$ cat src/hdl/hfa_pkg.sv
// hfa_pkg: constants for the half-flash converter host controller
// assumes a 125 MHz system clock
package hfa_pkg;
   localparam int    CLK_NS         = 8;
   localparam int    WAKE_NS        = 360;
   localparam int    ACQ_NS         = 160;
   localparam int    WR_PULSE_NS    = 250;
   localparam int    RD_GAP_NS      = 250;
   localparam int    ACC_NS         = 185;
   localparam int    CONV_RD_NS     = 700;
   localparam int    WAKE_CYC       = (WAKE_NS + CLK_NS - 1) / CLK_NS;
   localparam int    ACQ_CYC        = (ACQ_NS + CLK_NS - 1) / CLK_NS;
   localparam int    WR_PULSE_CYC   = (WR_PULSE_NS + CLK_NS - 1) / CLK_NS;
   localparam int    RD_GAP_CYC     = (RD_GAP_NS + CLK_NS - 1) / CLK_NS;
   localparam int    ACC_CYC        = (ACC_NS + CLK_NS - 1) / CLK_NS;
   localparam int    CONV_RD_CYC    = (CONV_RD_NS + CLK_NS - 1) / CLK_NS;
   localparam int    CNT_W          = 8;
   // register offsets
   localparam logic [3:0] OFS_CTRL   = 4'h0;
   localparam logic [3:0] OFS_START  = 4'h1;
   localparam logic [3:0] OFS_STATUS = 4'h2;
   localparam logic [3:0] OFS_RESULT = 4'h3;
   // control fields
   localparam int    CTRL_MODE     = 0;
   localparam int    CTRL_SLEEPN   = 1;
   localparam int    CTRL_PIPE     = 2;
   localparam int    CTRL_CHAN_LO  = 4;
   localparam logic [7:0] CTRL_RESET = 8'h02;
   // status fields
   localparam int    ST_BUSY       = 0;
   localparam int    ST_DONE       = 1;
   localparam int    ST_AWAKE      = 2;
   localparam int    ST_RDY        = 3;
   localparam int    ST_END        = 4;

   typedef enum logic [2:0] {
      HFA_IDLE  = 3'b000,
      HFA_WAKE  = 3'b001,
      HFA_ACQ   = 3'b010,
      HFA_WRLO  = 3'b011,
      HFA_WAIT  = 3'b100,
      HFA_RDLO  = 3'b101,
      HFA_DONE  = 3'b110
   } hfa_state_t;
endpackage

$ cat src/hdl/hfa_pins_if.sv
// hfa_pins_if: synchronised pin inputs between sync stage and controller
// assumes one clock domain
`timescale 1ns/10ps
interface hfa_pins_if;
   logic       endFlagN;
   logic       rdyLvl;
   logic [7:0] resultBus;
   modport src (output endFlagN, output rdyLvl, output resultBus);
   modport dst (input endFlagN, input rdyLvl, input resultBus);
endinterface

$ cat src/hdl/hfa_sync.sv
// hfa_sync: three-stage synchronisers on converter pin inputs
// assumes asynchronous pins; change accepted when stages two and three agree
`timescale 1ns/10ps
module hfa_sync (
   input  wire logic       clk,
   input  wire logic       rst,
   input  wire logic       endFlagNPin,
   input  wire logic       rdyPin,
   input  wire logic [7:0] dataPin,
   hfa_pins_if.src         pins
);
   logic [9:0] s1, s2, s3, q;
   logic [9:0] next_q;
   always_comb begin
      for (int i = 0; i < 10; i++) begin
         next_q[i] = (s2[i] == s3[i]) ? s3[i] : q[i];
      end
   end
   always_ff @(posedge clk or posedge rst) begin
      if (rst) begin
         s1 <= 10'h3FF;
         s2 <= 10'h3FF;
         s3 <= 10'h3FF;
         q  <= 10'h3FF;
      end else begin
         s1 <= {rdyPin, endFlagNPin, dataPin};
         s2 <= s1;
         s3 <= s2;
         q  <= next_q;
      end
   end
   assign pins.resultBus = q[7:0];
   assign pins.endFlagN  = q[8];
   assign pins.rdyLvl    = q[9];
endmodule // hfa_sync

$ cat src/hdl/hfa_host.sv
// hfa_host: host controller driving a half-flash 8-bit converter
// assumes pins synchronised by hfa_sync; software port with 1-cycle reads
// Functional notes
// - mode pin picks read or write-read protocol
// - channel address binary, msb on top
// - wait 360ns after wake before converting
// - hold channel address for acquisition time
// - shared pin: write strobe or ready status
// - read mode: read starts, ready, end flag
// - write-read: write starts, end flag completes
// - tied strobes start next, read previous
// - address code n selects input n+1
`timescale 1ns/10ps
module hfa_host
   import hfa_pkg::*;
#(
   parameter int CHAN_W = 3
) (
   input  wire logic              clk,
   input  wire logic              rst,
   input  wire logic [3:0]        regAddr,
   input  wire logic [7:0]        regWrData,
   input  wire logic              regWr,
   input  wire logic              regRd,
   output logic [7:0]             regRdData,
   output logic                   csN,
   output logic                   rdN,
   output logic                   wrRdyOut,
   output logic                   wrRdyOe,
   input  wire logic              wrRdyIn,
   output logic                   modeSel,
   output logic [CHAN_W-1:0]      chanSel,
   output logic                   sleep_n,
   input  wire logic              endFlagNIn,
   input  wire logic [7:0]        resultIn
);
   ////////////////////////////////////////////////////////////////////////
   hfa_pins_if pins ();
   hfa_sync u_sync (
      .clk         (clk),
      .rst         (rst),
      .endFlagNPin (endFlagNIn),
      .rdyPin      (wrRdyIn),
      .dataPin     (resultIn),
      .pins        (pins)
   );

   ////////////////////////////////////////////////////////////////////////
   hfa_state_t       state, next_state;
   logic [CNT_W-1:0] cnt, next_cnt;
   logic [7:0]       ctrl, next_ctrl;
   logic [7:0]       result, next_result;
   logic             done, next_done;
   logic             awake, next_awake;
   logic             wake;
   logic             startReq;

   function automatic logic [CNT_W-1:0] cyc(input int n);
      return CNT_W'(n);
   endfunction

   assign startReq = regWr && regAddr == OFS_START;
   assign wake = ctrl[CTRL_SLEEPN] && !awake;

   always_comb begin
      next_state  = state;
      next_cnt    = (cnt != '0) ? cnt - 1'b1 : cnt;
      next_ctrl   = ctrl;
      next_result = result;
      next_done   = done;
      next_awake  = awake;
      if (regWr && regAddr == OFS_CTRL && state == HFA_IDLE) begin
         next_ctrl = regWrData;
      end
      if (regRd && regAddr == OFS_RESULT) begin
         next_done = 1'b0;
      end
      if (!ctrl[CTRL_SLEEPN]) begin
         next_awake = 1'b0;
      end
      case (state)
         HFA_IDLE: begin
            if (wake) begin
               next_state = HFA_WAKE;
               next_cnt   = cyc(WAKE_CYC);
            end else if (startReq && awake) begin
               next_state = HFA_ACQ;
               next_cnt   = cyc(ACQ_CYC);
            end
         end
         HFA_WAKE: begin
            if (cnt == '0) begin
               next_awake = 1'b1;
               next_state = HFA_IDLE;
            end
         end
         HFA_ACQ: begin
            if (cnt == '0) begin
               if (ctrl[CTRL_MODE]) begin
                  next_state = HFA_WRLO;
                  next_cnt   = cyc(WR_PULSE_CYC);
               end else begin
                  next_state = HFA_RDLO;
                  next_cnt   = cyc(CONV_RD_CYC + ACC_CYC);
               end
            end
         end
         HFA_WRLO: begin
            if (cnt == '0) begin
               if (ctrl[CTRL_PIPE]) begin
                  next_result = pins.resultBus;
                  next_done   = 1'b1;
                  next_state  = HFA_DONE;
                  next_cnt    = cyc(ACQ_CYC);
               end else begin
                  next_state = HFA_WAIT;
                  next_cnt   = cyc(RD_GAP_CYC);
               end
            end
         end
         HFA_WAIT: begin
            if (cnt == '0 && !pins.endFlagN) begin
               next_state = HFA_RDLO;
               next_cnt   = cyc(ACC_CYC);
            end
         end
         HFA_RDLO: begin
            // read mode ends on end flag and ready high
            if (cnt == '0 && !pins.endFlagN &&
                (ctrl[CTRL_MODE] || pins.rdyLvl)) begin
               next_result = pins.resultBus;
               next_done   = 1'b1;
               next_state  = HFA_DONE;
               next_cnt    = cyc(ACQ_CYC);
            end
         end
         HFA_DONE: begin
            if (cnt == '0) begin
               next_state = HFA_IDLE;
            end
         end
         default: next_state = HFA_IDLE;
      endcase
   end

   always_ff @(posedge clk or posedge rst) begin
      if (rst) begin
         state  <= HFA_IDLE;
         cnt    <= '0;
         ctrl   <= CTRL_RESET;
         result <= 8'h00;
         done   <= 1'b0;
         awake  <= 1'b0;
      end else begin
         state  <= next_state;
         cnt    <= next_cnt;
         ctrl   <= next_ctrl;
         result <= next_result;
         done   <= next_done;
         awake  <= next_awake;
      end
   end

   ////////////////////////////////////////////////////////////////////////
   // pin drive, registered
   logic next_csN, next_rdN, next_wrN;
   logic inConv;
   assign inConv = state == HFA_WRLO || state == HFA_WAIT ||
                   state == HFA_RDLO;
   always_comb begin
      next_csN = !inConv;
      next_rdN = !(next_state == HFA_RDLO ||
                   (next_state == HFA_WRLO && ctrl[CTRL_PIPE]));
      next_wrN = next_state != HFA_WRLO;
   end
   always_ff @(posedge clk or posedge rst) begin
      if (rst) begin
         csN      <= 1'b1;
         rdN      <= 1'b1;
         wrRdyOut <= 1'b1;
      end else begin
         csN      <= next_csN && !(next_state inside {HFA_WRLO, HFA_WAIT,
                                                      HFA_RDLO});
         rdN      <= next_rdN;
         wrRdyOut <= next_wrN;
      end
   end
   assign wrRdyOe = ctrl[CTRL_MODE];
   assign modeSel = ctrl[CTRL_MODE];
   assign chanSel = ctrl[CTRL_CHAN_LO +: CHAN_W];
   assign sleep_n = ctrl[CTRL_SLEEPN];

   ////////////////////////////////////////////////////////////////////////
   logic [7:0] next_rdData;
   always_comb begin
      case (regAddr)
         OFS_CTRL:   next_rdData = ctrl;
         OFS_STATUS: next_rdData = {3'h0, pins.endFlagN, pins.rdyLvl,
                                    awake, done, state != HFA_IDLE};
         OFS_RESULT: next_rdData = result;
         default:    next_rdData = 8'h00;
      endcase
      if (!regRd) begin
         next_rdData = 8'h00;
      end
   end
   always_ff @(posedge clk or posedge rst) begin
      if (rst) begin
         regRdData <= 8'h00;
      end else begin
         regRdData <= next_rdData;
      end
   end

   ////////////////////////////////////////////////////////////////////////
   AST_CS_WITH_STROBE: assert property (@(posedge clk) disable iff (rst)
      (!rdN || (wrRdyOe && !wrRdyOut)) |-> !csN)
      else $error("strobe without chip select");
   AST_WAKE_WAIT: assert property (@(posedge clk) disable iff (rst)
      (state == HFA_IDLE && wake) |=> !awake [*8])
      else $error("converted too soon after wake");
   AST_SLEEP_PIN: assert property (@(posedge clk) disable iff (rst)
      !sleep_n |=> !awake)
      else $error("awake while asleep");
   AST_WR_HIGH_READ: assert property (@(posedge clk) disable iff (rst)
      !modeSel |-> wrRdyOut && !wrRdyOe)
      else $error("write strobe or drive on ready pin in read mode");
   AST_ACQ_LEN: assert property (@(posedge clk) disable iff (rst)
      $rose(state == HFA_ACQ) |-> (state == HFA_ACQ) [*8])
      else $error("acquisition too short");
   AST_MODE_STABLE: assert property (@(posedge clk) disable iff (rst)
      state != HFA_IDLE |=> $stable(modeSel) && $stable(chanSel))
      else $error("mode or channel changed mid conversion");
   AST_DONE_CAUSE: assert property (@(posedge clk) disable iff (rst)
      $rose(done) |-> $past(state) inside {HFA_RDLO, HFA_WRLO})
      else $error("done without read");
   AST_WR_PULSE: assert property (@(posedge clk) disable iff (rst)
      $fell(wrRdyOut) |-> !wrRdyOut [*8])
      else $error("write pulse too short");
endmodule // hfa_host

$ cat config.mk
export PLATFORM = sky130hd
export DESIGN_NAME = hfa_host
export DESIGN_NICKNAME = d
export VERILOG_FILES = /design/src/hdl/hfa_pkg.sv /design/src/hdl/hfa_pins_if.sv /design/src/hdl/hfa_sync.sv /design/src/hdl/hfa_host.sv
export SDC_FILE = /design/constraint.sdc
export NUM_CORES = 1
export LEC_CHECK = 0
export BUFFER_PORTS_ARGS = -buffer_cell sky130_fd_sc_hd__buf_4
export CORE_MARGIN = 3
export CORE_UTILIZATION = 54
export CTS_CLUSTER_DIAMETER = 60
export DETAILED_ROUTE_END_ITERATION = 8
export GPL_TIMING_DRIVEN = 0
export MAX_ROUTING_LAYER = met4
export PLACE_DENSITY = 0.75
export RECOVER_POWER = 50
export SLEW_MARGIN = 40
export SYNTH_ARGS = -nofsm -noshare
export SYNTH_HDL_FRONTEND = slang
export SYNTH_SLANG_ARGS = --single-unit
$ cat constraint.sdc
create_clock -name clk -period 3.56 [get_ports clk]
set_input_delay 0 -clock clk [delete_from_list [all_inputs] [get_ports clk]]
set_output_delay 0 -clock clk [all_outputs]
set_load 0.1 [all_outputs]
==> reports/qor.log, run 1 <==
INFO  setup_path     top_cell_family_by_delay_on_the_critical_path=simple AND/OR/NAND/NOR gates
INFO  logic_synthesis synth.largest_area_cell=dfstp_2
INFO  timing         setup_viol=0
INFO  cts            htree_num_levels=3
INFO  routing        postRouteWirelength=5910um
INFO  routing        dr.first_iter.drc_count=159
INFO  finish         post_route_cells_drive_above_1_share=0.399
INFO  setup_path     startpoint_class=flop
INFO  global_routing grt_pass1_wl=9850um
INFO  floorplan      floorplan.io_pins=43
INFO  cts            worst_setup_hold_path_clk_slew=0.08ns
INFO  timing         clock_skew=0.00955ns
INFO  global_routing grt_antenna_before_repair=0
INFO  setup_path     crit_path_cell_trace=inv_1 > ha_1 > or4b_4 > nor4_4 > buf_6 > nand3_2 > a311o_1 > and3_1 > o21ai_1
INFO  logic_synthesis most_used_standard_cell_by_instance_count_after_synthesis=dfstp_2
INFO  routing        drt-vias-per-instance=5.26
INFO  logic_synthesis synth_sequential_area_ratio=0.637
INFO  finish         num_antenna_cells=0
INFO  logic_synthesis syn_inst=250
INFO  cts            cts_root_buffer=clkbuf_8
INFO  placement      gp_routability_congestion=0.856
INFO  pwr            power_density=596nW/um^2
INFO  logic_synthesis synth-edff-count=0
INFO  global_routing grt_use_total=0.188
INFO  global_routing grt_overflow_total=0
INFO  global_routing first_global_vias=2018
INFO  logic_synthesis mean_cell_area_of_the_mapped_netlist=12.9squm
INFO  finish         nFillCells=388
INFO  setup_path     slowest_stage=or4b_4
INFO  floorplan      fp.dieH=83.3um
INFO  job            drv_cap=1
INFO  logic_synthesis synth_nets=278
INFO  finish         area_used_by_multi_input_combinational_logic=1070squm
INFO  placement      count_of_port_buffers_added_during_placement=42
INFO  setup_path     path_buf_inv=2
INFO  pwr            post-layout-total-power=2.41mW
INFO  routing        drc=0
INFO  cts            tritoncts=done
INFO  setup_path     crit_arrival=2.80ns
INFO  timing         timing.final.max_slew_violations=66
INFO  cts            insertion_delay=0.35ns
INFO  cts            cts-root-to-sink-buffers=2
INFO  logic_synthesis most_area_consuming_cells_after_synthesis=dfstp_2 (36%), dfrtp_1 (28%), mux2_2 (7.0%), maj3_1 (3.1%), nand2_1 (2.2%)
INFO  floorplan      num_rows=27
INFO  finish         layout.area.seq=2060squm
INFO  cts            cts_resized=0
INFO  timing         achievable-frequency=396MHz
INFO  logic_synthesis async_flop_share=1.00
INFO  setup_path     cp.required=3.83ns
INFO  logic_synthesis synth_top_cells_by_count=dfstp_2 (44), dfrtp_1 (36), mux2_2 (20)
INFO  routing        wl_per_cell=14.8um
INFO  floorplan      fp.coreArea=5640squm
INFO  logic_synthesis netlist.area_leader.share=0.358
INFO  routing        via_count=2104
INFO  routing        first_pass_iters=4
INFO  min_path       timing.hold.worst.class=input port to flop
INFO  timing         setup-tns-final=0ns
INFO  setup_path     cp_max_fo=10
INFO  floorplan      die-width=83.3um
INFO  placement      hpwl=3970um
INFO  pwr            ir_worst_vdd=0.000399V
INFO  status         failed_checks=max-capacitance violations, max-slew violations
INFO  logic_synthesis syn-cell-area=3230squm
INFO  finish         area_growth=25.4%
INFO  global_routing grt_start_max_net_pins=66
INFO  timing         slew_headroom=-0.00996
INFO  status         outcome=finished with violations
INFO  logic_synthesis postSynthRegisterBits=80
INFO  timing         final_period_minus_worst_setup_slack=2.52ns
INFO  floorplan      initial_core_util=0.572
INFO  cts            clock_sinks=80
INFO  pwr            power.static_leakage=1.77nW
INFO  logic_synthesis dominantRegCellSynth=dfstp_2
INFO  finish         finish.net_count=351
INFO  cts            cts_inserted_buffers=9
INFO  timing         tightestPinTransition=1.51ns
INFO  setup_path     crit_type=flop to flop
INFO  setup_path     critical_path.endpoint_type=flop
INFO  setup_path     crit_path_max_incr_delay=0.51ns
INFO  logic_synthesis yosys_synthesis_warning_count=0
INFO  floorplan      die_area=6940squm
INFO  timing         rsz0062_at_grt=false
INFO  timing         hold_viol=0
INFO  routing        antenna_violating_nets_post_route=0
INFO  logic_synthesis synth.distinct_cells=45
INFO  timing         final_min_period_over_clock_period=0.709
-- state kept, by name, indices dropped and copies added (netlist names) --
name / count
ctrl: 8
rdN: 1
u_sync.q: 10
csN: 1
cnt: 8
result: 8
wrRdyOut: 1
awake: 1
u_sync.s1: 10
state: 3
u_sync.s2: 10
u_sync.s3: 10
regRdData: 8
done: 1
-- final timing paths --
check | cells past startpoint | end | slack (ns) | from
worst min register to register | 0 | u_sync.s2[1] | 0.36 | u_sync.s1[1]
worst max-delay path | 9 | rdN | 1.04 | cnt[0]
worst min-delay path | 4 | regRdData[6] | 0.09 | regAddr[0]
max in group asynchronous | 4 | ctrl[0] | 1.45 | rst
min in group asynchronous | 3 | state[0] | 0.27 | rst
worst max register to register | 9 | rdN | 1.04 | cnt[0]
-- worst min-delay path: stages --
cell	delay, ns
buf_4	0.09
nor2_1	0.14
nand2_1	0.11
a21oi_1	0.06
-- per-stage QoR --
| stage | utilization | hold slack, ns | worst slack (ns) | cell area [sq um] | instances |
|---|---|---|---|---|---|
| CTS | 0.722 | 0.0768 | 1.04 | 4070 | 400 |
| global placement | 0.644 | 0.108 | 0.750 | 3630 | 364 |
| floorplan | - | 0.00448 | 1.34 | 3230 | 250 |
| global route | 0.718 | 0.109 | 0.897 | 4050 | 400 |
| detailed placement | 0.650 | -0.0658 | 1.06 | 3670 | 365 |
| finish | 0.718 | 0.0942 | 1.04 | 4050 | 400 |
-- routing by layer --
metal | vias to the layer above | share of wire | GRT usage | wire, um
met4 | 0 | 0.010 | 0.0535 | 60
li1 | 1035 | - | - | -
met5 | - | 0 | - | 0
met1 | 1017 | 0.46 | 0.243 | 2720
met3 | 6 | 0.045 | 0.0685 | 264
met2 | 46 | 0.49 | 0.281 | 2870
-- cell type report --
type,instances,share of cell area
tap,72,0.0222
inverter,8,0.00773
timing repair buffer,62,0.126
clock buffer,11,0.0430
sequential,80,0.508
clock inverter,5,0.0102
multi-input combinational,150,0.264
buffer,12,0.0189
-- logic make-up (layout without fill, tap and decap cells) --
group / Yosys count / in the layout / synth area share
AO/OA/AOI/OAI: 47 / 47 / 0.0985
XOR/XNOR: 4 / 4 / 0.0109
adder cells (fa/ha/maj): 12 / 12 / 0.0388
buffers and inverters: 20 / 98 / 0.0329
flip-flops: 80 / 80 / 0.637
multiplexers: 21 / 21 / 0.0729
AND/OR/NAND/NOR: 66 / 66 / 0.109
-- repair_timing --
action / in CTS / in global routing
buffers inserted: 0 / 0
hold buffers: 19 / 0
endpoints found under the hold margin: 61 / 0
-- power breakdown --
group,switching (mW),internal (mW)
Clock,0.338,0.347
Sequential,0.103,1.04
Combinational,0.355,0.227
-- placed cells by master, fill, tap and decap left out, types with 3 or more instances in the layout --
master         instances
a21oi_1               12
a22oi_1                5
buf_4                 35
clkbuf_1               5
clkbuf_4              11
clkbuf_8               9
dfrtp_1               36
dfstp_1                8
dfstp_2               36
dlygate4sd3_1         19
inv_1                  6
maj3_1                10
mux2_2                20
nand2_1               19
nand2b_1               4
nand3_1                5
nor2_1                16
nor3_1                 6
nor3b_1                3
o21ai_0               13
o31ai_1                3
xor2_1                 3
No activity file was read; power rests on OpenSTA's default activity.
==> run 2: changes to the inputs <==
CORE_UTILIZATION = 51   (was 54)
clock period = 2.25 ns   (was 3.56 ns; I/O delays follow)
==> run 2 against run 1 <==
The flow finishes with violations (negative setup slack). First-iteration DRC count rose by 34%. Worst setup slack got worse by 1.1 ns. Global-route usage rose by 2.0 points. Via count rose by 7.7%. Final cell count rose by 4.5%. Power rose by 61%. Register-to-register slack got worse by 1.1 ns. Clock-buffer cell count did not move. Non-clock buffer count rose by 14. Largest power group unchanged.
==> reports/qor.log, run 2 (synthesis results as in run 1) <==
INFO  timing         final_min_period_over_clock_period=1.04 [+0.329]
INFO  min_path       timing.hold.worst.class=input port to flop
INFO  finish         post_route_cells_drive_above_1_share=0.469 [+0.0700]
INFO  routing        wl_per_cell=16.1um [+9.0%]
INFO  pwr            power_density=917nW/um^2 [+54%]
INFO  cts            cts-root-to-sink-buffers=2 [unchanged]
INFO  global_routing first_global_vias=2325 [+15%]
INFO  routing        postRouteWirelength=6730um [+14%]
INFO  global_routing grt_start_max_net_pins=62 [-6.1%]
INFO  routing        dr.first_iter.drc_count=213 [+34%]
INFO  setup_path     crit_start=cnt[1]
INFO  timing         hold_viol=0 [unchanged]
INFO  pwr            power.static_leakage=1.83nW [+3.2%]
INFO  setup_path     top_cell_family_by_delay_on_the_critical_path=simple AND/OR/NAND/NOR gates
INFO  status         outcome=finished with violations
INFO  cts            insertion_delay=0.34ns [about the same]
INFO  floorplan      floorplan.io_pins=43 [unchanged]
INFO  cts            tritoncts=done
INFO  status         failed_checks=negative setup slack
INFO  setup_path     cp_max_fo=4 [-6]
INFO  setup_path     startpoint_class=flop
INFO  cts            cts_inserted_buffers=9 [unchanged]
INFO  timing         timing.final.max_slew_violations=0 [-100%]
INFO  placement      gp_routability_congestion=0.880 [+2.8%]
INFO  routing        antenna_violating_nets_post_route=0 [unchanged]
INFO  setup_path     critical_path.endpoint_type=flop
INFO  min_path       hold_depth=4 [unchanged]
INFO  timing         achievable-frequency=428MHz [+8.1%]
INFO  pwr            p_seq_frac=0.469 [-0.006]
INFO  placement      count_of_port_buffers_added_during_placement=42 [unchanged]
INFO  pwr            power_switching_share=0.344 [+0.0143]
INFO  routing        drc=0 [unchanged]
INFO  placement      placed_instances=368 [+0.82%]
INFO  timing         clock_skew=0.00983ns [+0.000279 ns]
INFO  cts            clock_sinks=80 [unchanged]
INFO  global_routing grt_pass1_wl=11300um [+15%]
INFO  placement      hpwl=4270um [+7.6%]
INFO  finish         area_growth=31.5%
INFO  floorplan      die-width=85.6um [+2.7%]
INFO  cts            cts_root_buffer=clkbuf_8
INFO  pwr            power.net_switching=1.34mW [+68%]
INFO  setup_path     worstSetupPathDepth=9 [unchanged]
INFO  finish         layout_commonest_cell=buf_4
INFO  floorplan      fp.dieH=85.6um [+2.7%]
INFO  timing         final.setup.worst_slack=-0.0845ns [-1.12 ns]
INFO  routing        first_pass_iters=4 [unchanged]
INFO  setup_path     path_buf_inv=2 [unchanged]
INFO  setup_path     crit_arrival=2.61ns [-0.19 ns]
INFO  global_routing grt_use_total=0.208 [+0.0197]
INFO  setup_path     crit_type=flop to flop
INFO  global_routing grt_antenna_before_repair=0 [unchanged]
INFO  job            drv_cap=0 [-1]
INFO  finish         layout.cells.most_common_list=buf_4 (45), dfstp_2 (38), dfrtp_1 (36)
INFO  routing        drt-vias-per-instance=5.42 [+3.1%]
INFO  setup_path     cp.required=2.53ns [-1.30 ns]
INFO  timing         rsz0062_at_grt=true
INFO  finish         finish.net_count=366 [+4.3%]
INFO  min_path       min_from=regAddr[0]
INFO  routing        via_count=2267 [+7.7%]
INFO  cts            worst_setup_hold_path_clk_slew=0.09ns [about the same]
INFO  setup_path     crit_path_max_incr_delay=0.49ns [-0.02 ns]
INFO  timing         setup_viol=10 [+10]
INFO  cts            htree_num_levels=3 [unchanged]
INFO  finish         num_antenna_cells=0 [unchanged]
INFO  finish         final_core_utilization=0.705 [-0.0131]
INFO  floorplan      fp.coreArea=6030squm [+6.8%]
INFO  floorplan      initial_core_util=0.536 [-0.0365]
INFO  timing         tightestPinTransition=0.870ns [-0.645 ns]
INFO  timing         slew_headroom=0.417 [+0.427]
INFO  setup_path     rr_worst_depth=9 [unchanged]
INFO  pwr            ir_worst_vdd=0.000617V [+55%]
INFO  finish         finish.cell_count_without_fillers=418 [+4.5%]
INFO  setup_path     crit-reg2reg-launch=cnt[1]
INFO  setup_path     crit_path_cell_trace=inv_2 > ha_4 > or4b_4 > nor4_4 > buf_6 > nand3_2 > a311o_1 > and3_1 > o21ai_1
INFO  pwr            clkPwrFrac=0.246 [-0.038]
INFO  setup_path     slowest_stage=or4b_4
INFO  pwr            power.combinational.fraction=0.285 [+0.044]
INFO  pwr            cellInternalPower=2.55mW [+58%]
INFO  timing         final_period_minus_worst_setup_slack=2.33ns [-0.189 ns]
INFO  floorplan      num_rows=28 [+3.7%]
INFO  global_routing grt_overflow_total=0 [unchanged]
INFO  timing         fin_worst_hold_slack=0.0879ns [-0.00636 ns]
INFO  floorplan      die_area=7320squm [+5.5%]
## run 2: final timing paths
path | endpoint | slack, ns
worst max-delay path | rdN | -0.08
worst min-delay path | regRdData[6] | 0.09
worst max register to register | rdN | -0.08
worst min register to register | u_sync.s2[8] | 0.36
max in group asynchronous | regRdData[3] | 0.63
min in group asynchronous | cnt[3] | 0.35
## run 2: final cells by class
cell class | count | area, sq um
plain buffers | 12 | 80.1
clock buffers | 11 | 141
clock inverters | 5 | 38.8
fillers | 413 | 1780
inverters | 8 | 31.3
multi-input cells | 151 | 1180
flip-flops and latches | 80 | 2060
well taps | 75 | 93.8
repair buffers | 76 | 627
## run 2: repair_timing
action	4_1_cts	5_1_grt
pin swaps	11	7
endpoints found under the hold margin	65	0
buffers inserted	10	3
gates resized for setup	16	12
hold buffers	19	0
setup endpoints to repair	17	22
gates cloned	2	0
## run 2: worst min-delay path, delay by kind of cell
family          cells  cell delay, ns
compound gates      1            0.06
simple gates        2            0.23
buf+inv             1            0.10
## run 2: routing by layer
| layer | global-route usage | share of wire | vias up |
|---|---|---|---|
| met5 | - | 0 | - |
| met4 | 0.0849 | 0.016 | 0 |
| met3 | 0.0471 | 0.047 | 9 |
| met2 | 0.309 | 0.50 | 70 |
| met1 | 0.278 | 0.43 | 1128 |
| li1 | - | - | 1060 |
## run 2: power by group through the flow
stage / sequential [mW] / combinational [mW] / clock (mW)
4_1_cts: 1.82 / 1.07 / 0.992
5_1_grt: 1.85 / 1.20 / 1.06
2_1_floorplan: 1.89 / 0.628 / 0
6_report: 1.83 / 1.11 / 0.960
3_5_place_dp: 1.85 / 0.919 / 0
3_3_place_gp: 1.84 / 0.895 / 0
## run 2: per-stage QoR
stage	setup TNS [ns]	setup WS, ns	power, mW	cell area (sq um)
3_5_place_dp	-2.56	-0.211	2.77	3670
6_report	-0.395	-0.0845	3.89	4250
4_1_cts	-0.827	-0.172	3.89	4200
5_1_grt	-1.99	-0.218	4.11	4250
2_1_floorplan	0	0.0277	2.52	3230
3_3_place_gp	-23.34	-0.593	2.73	3640
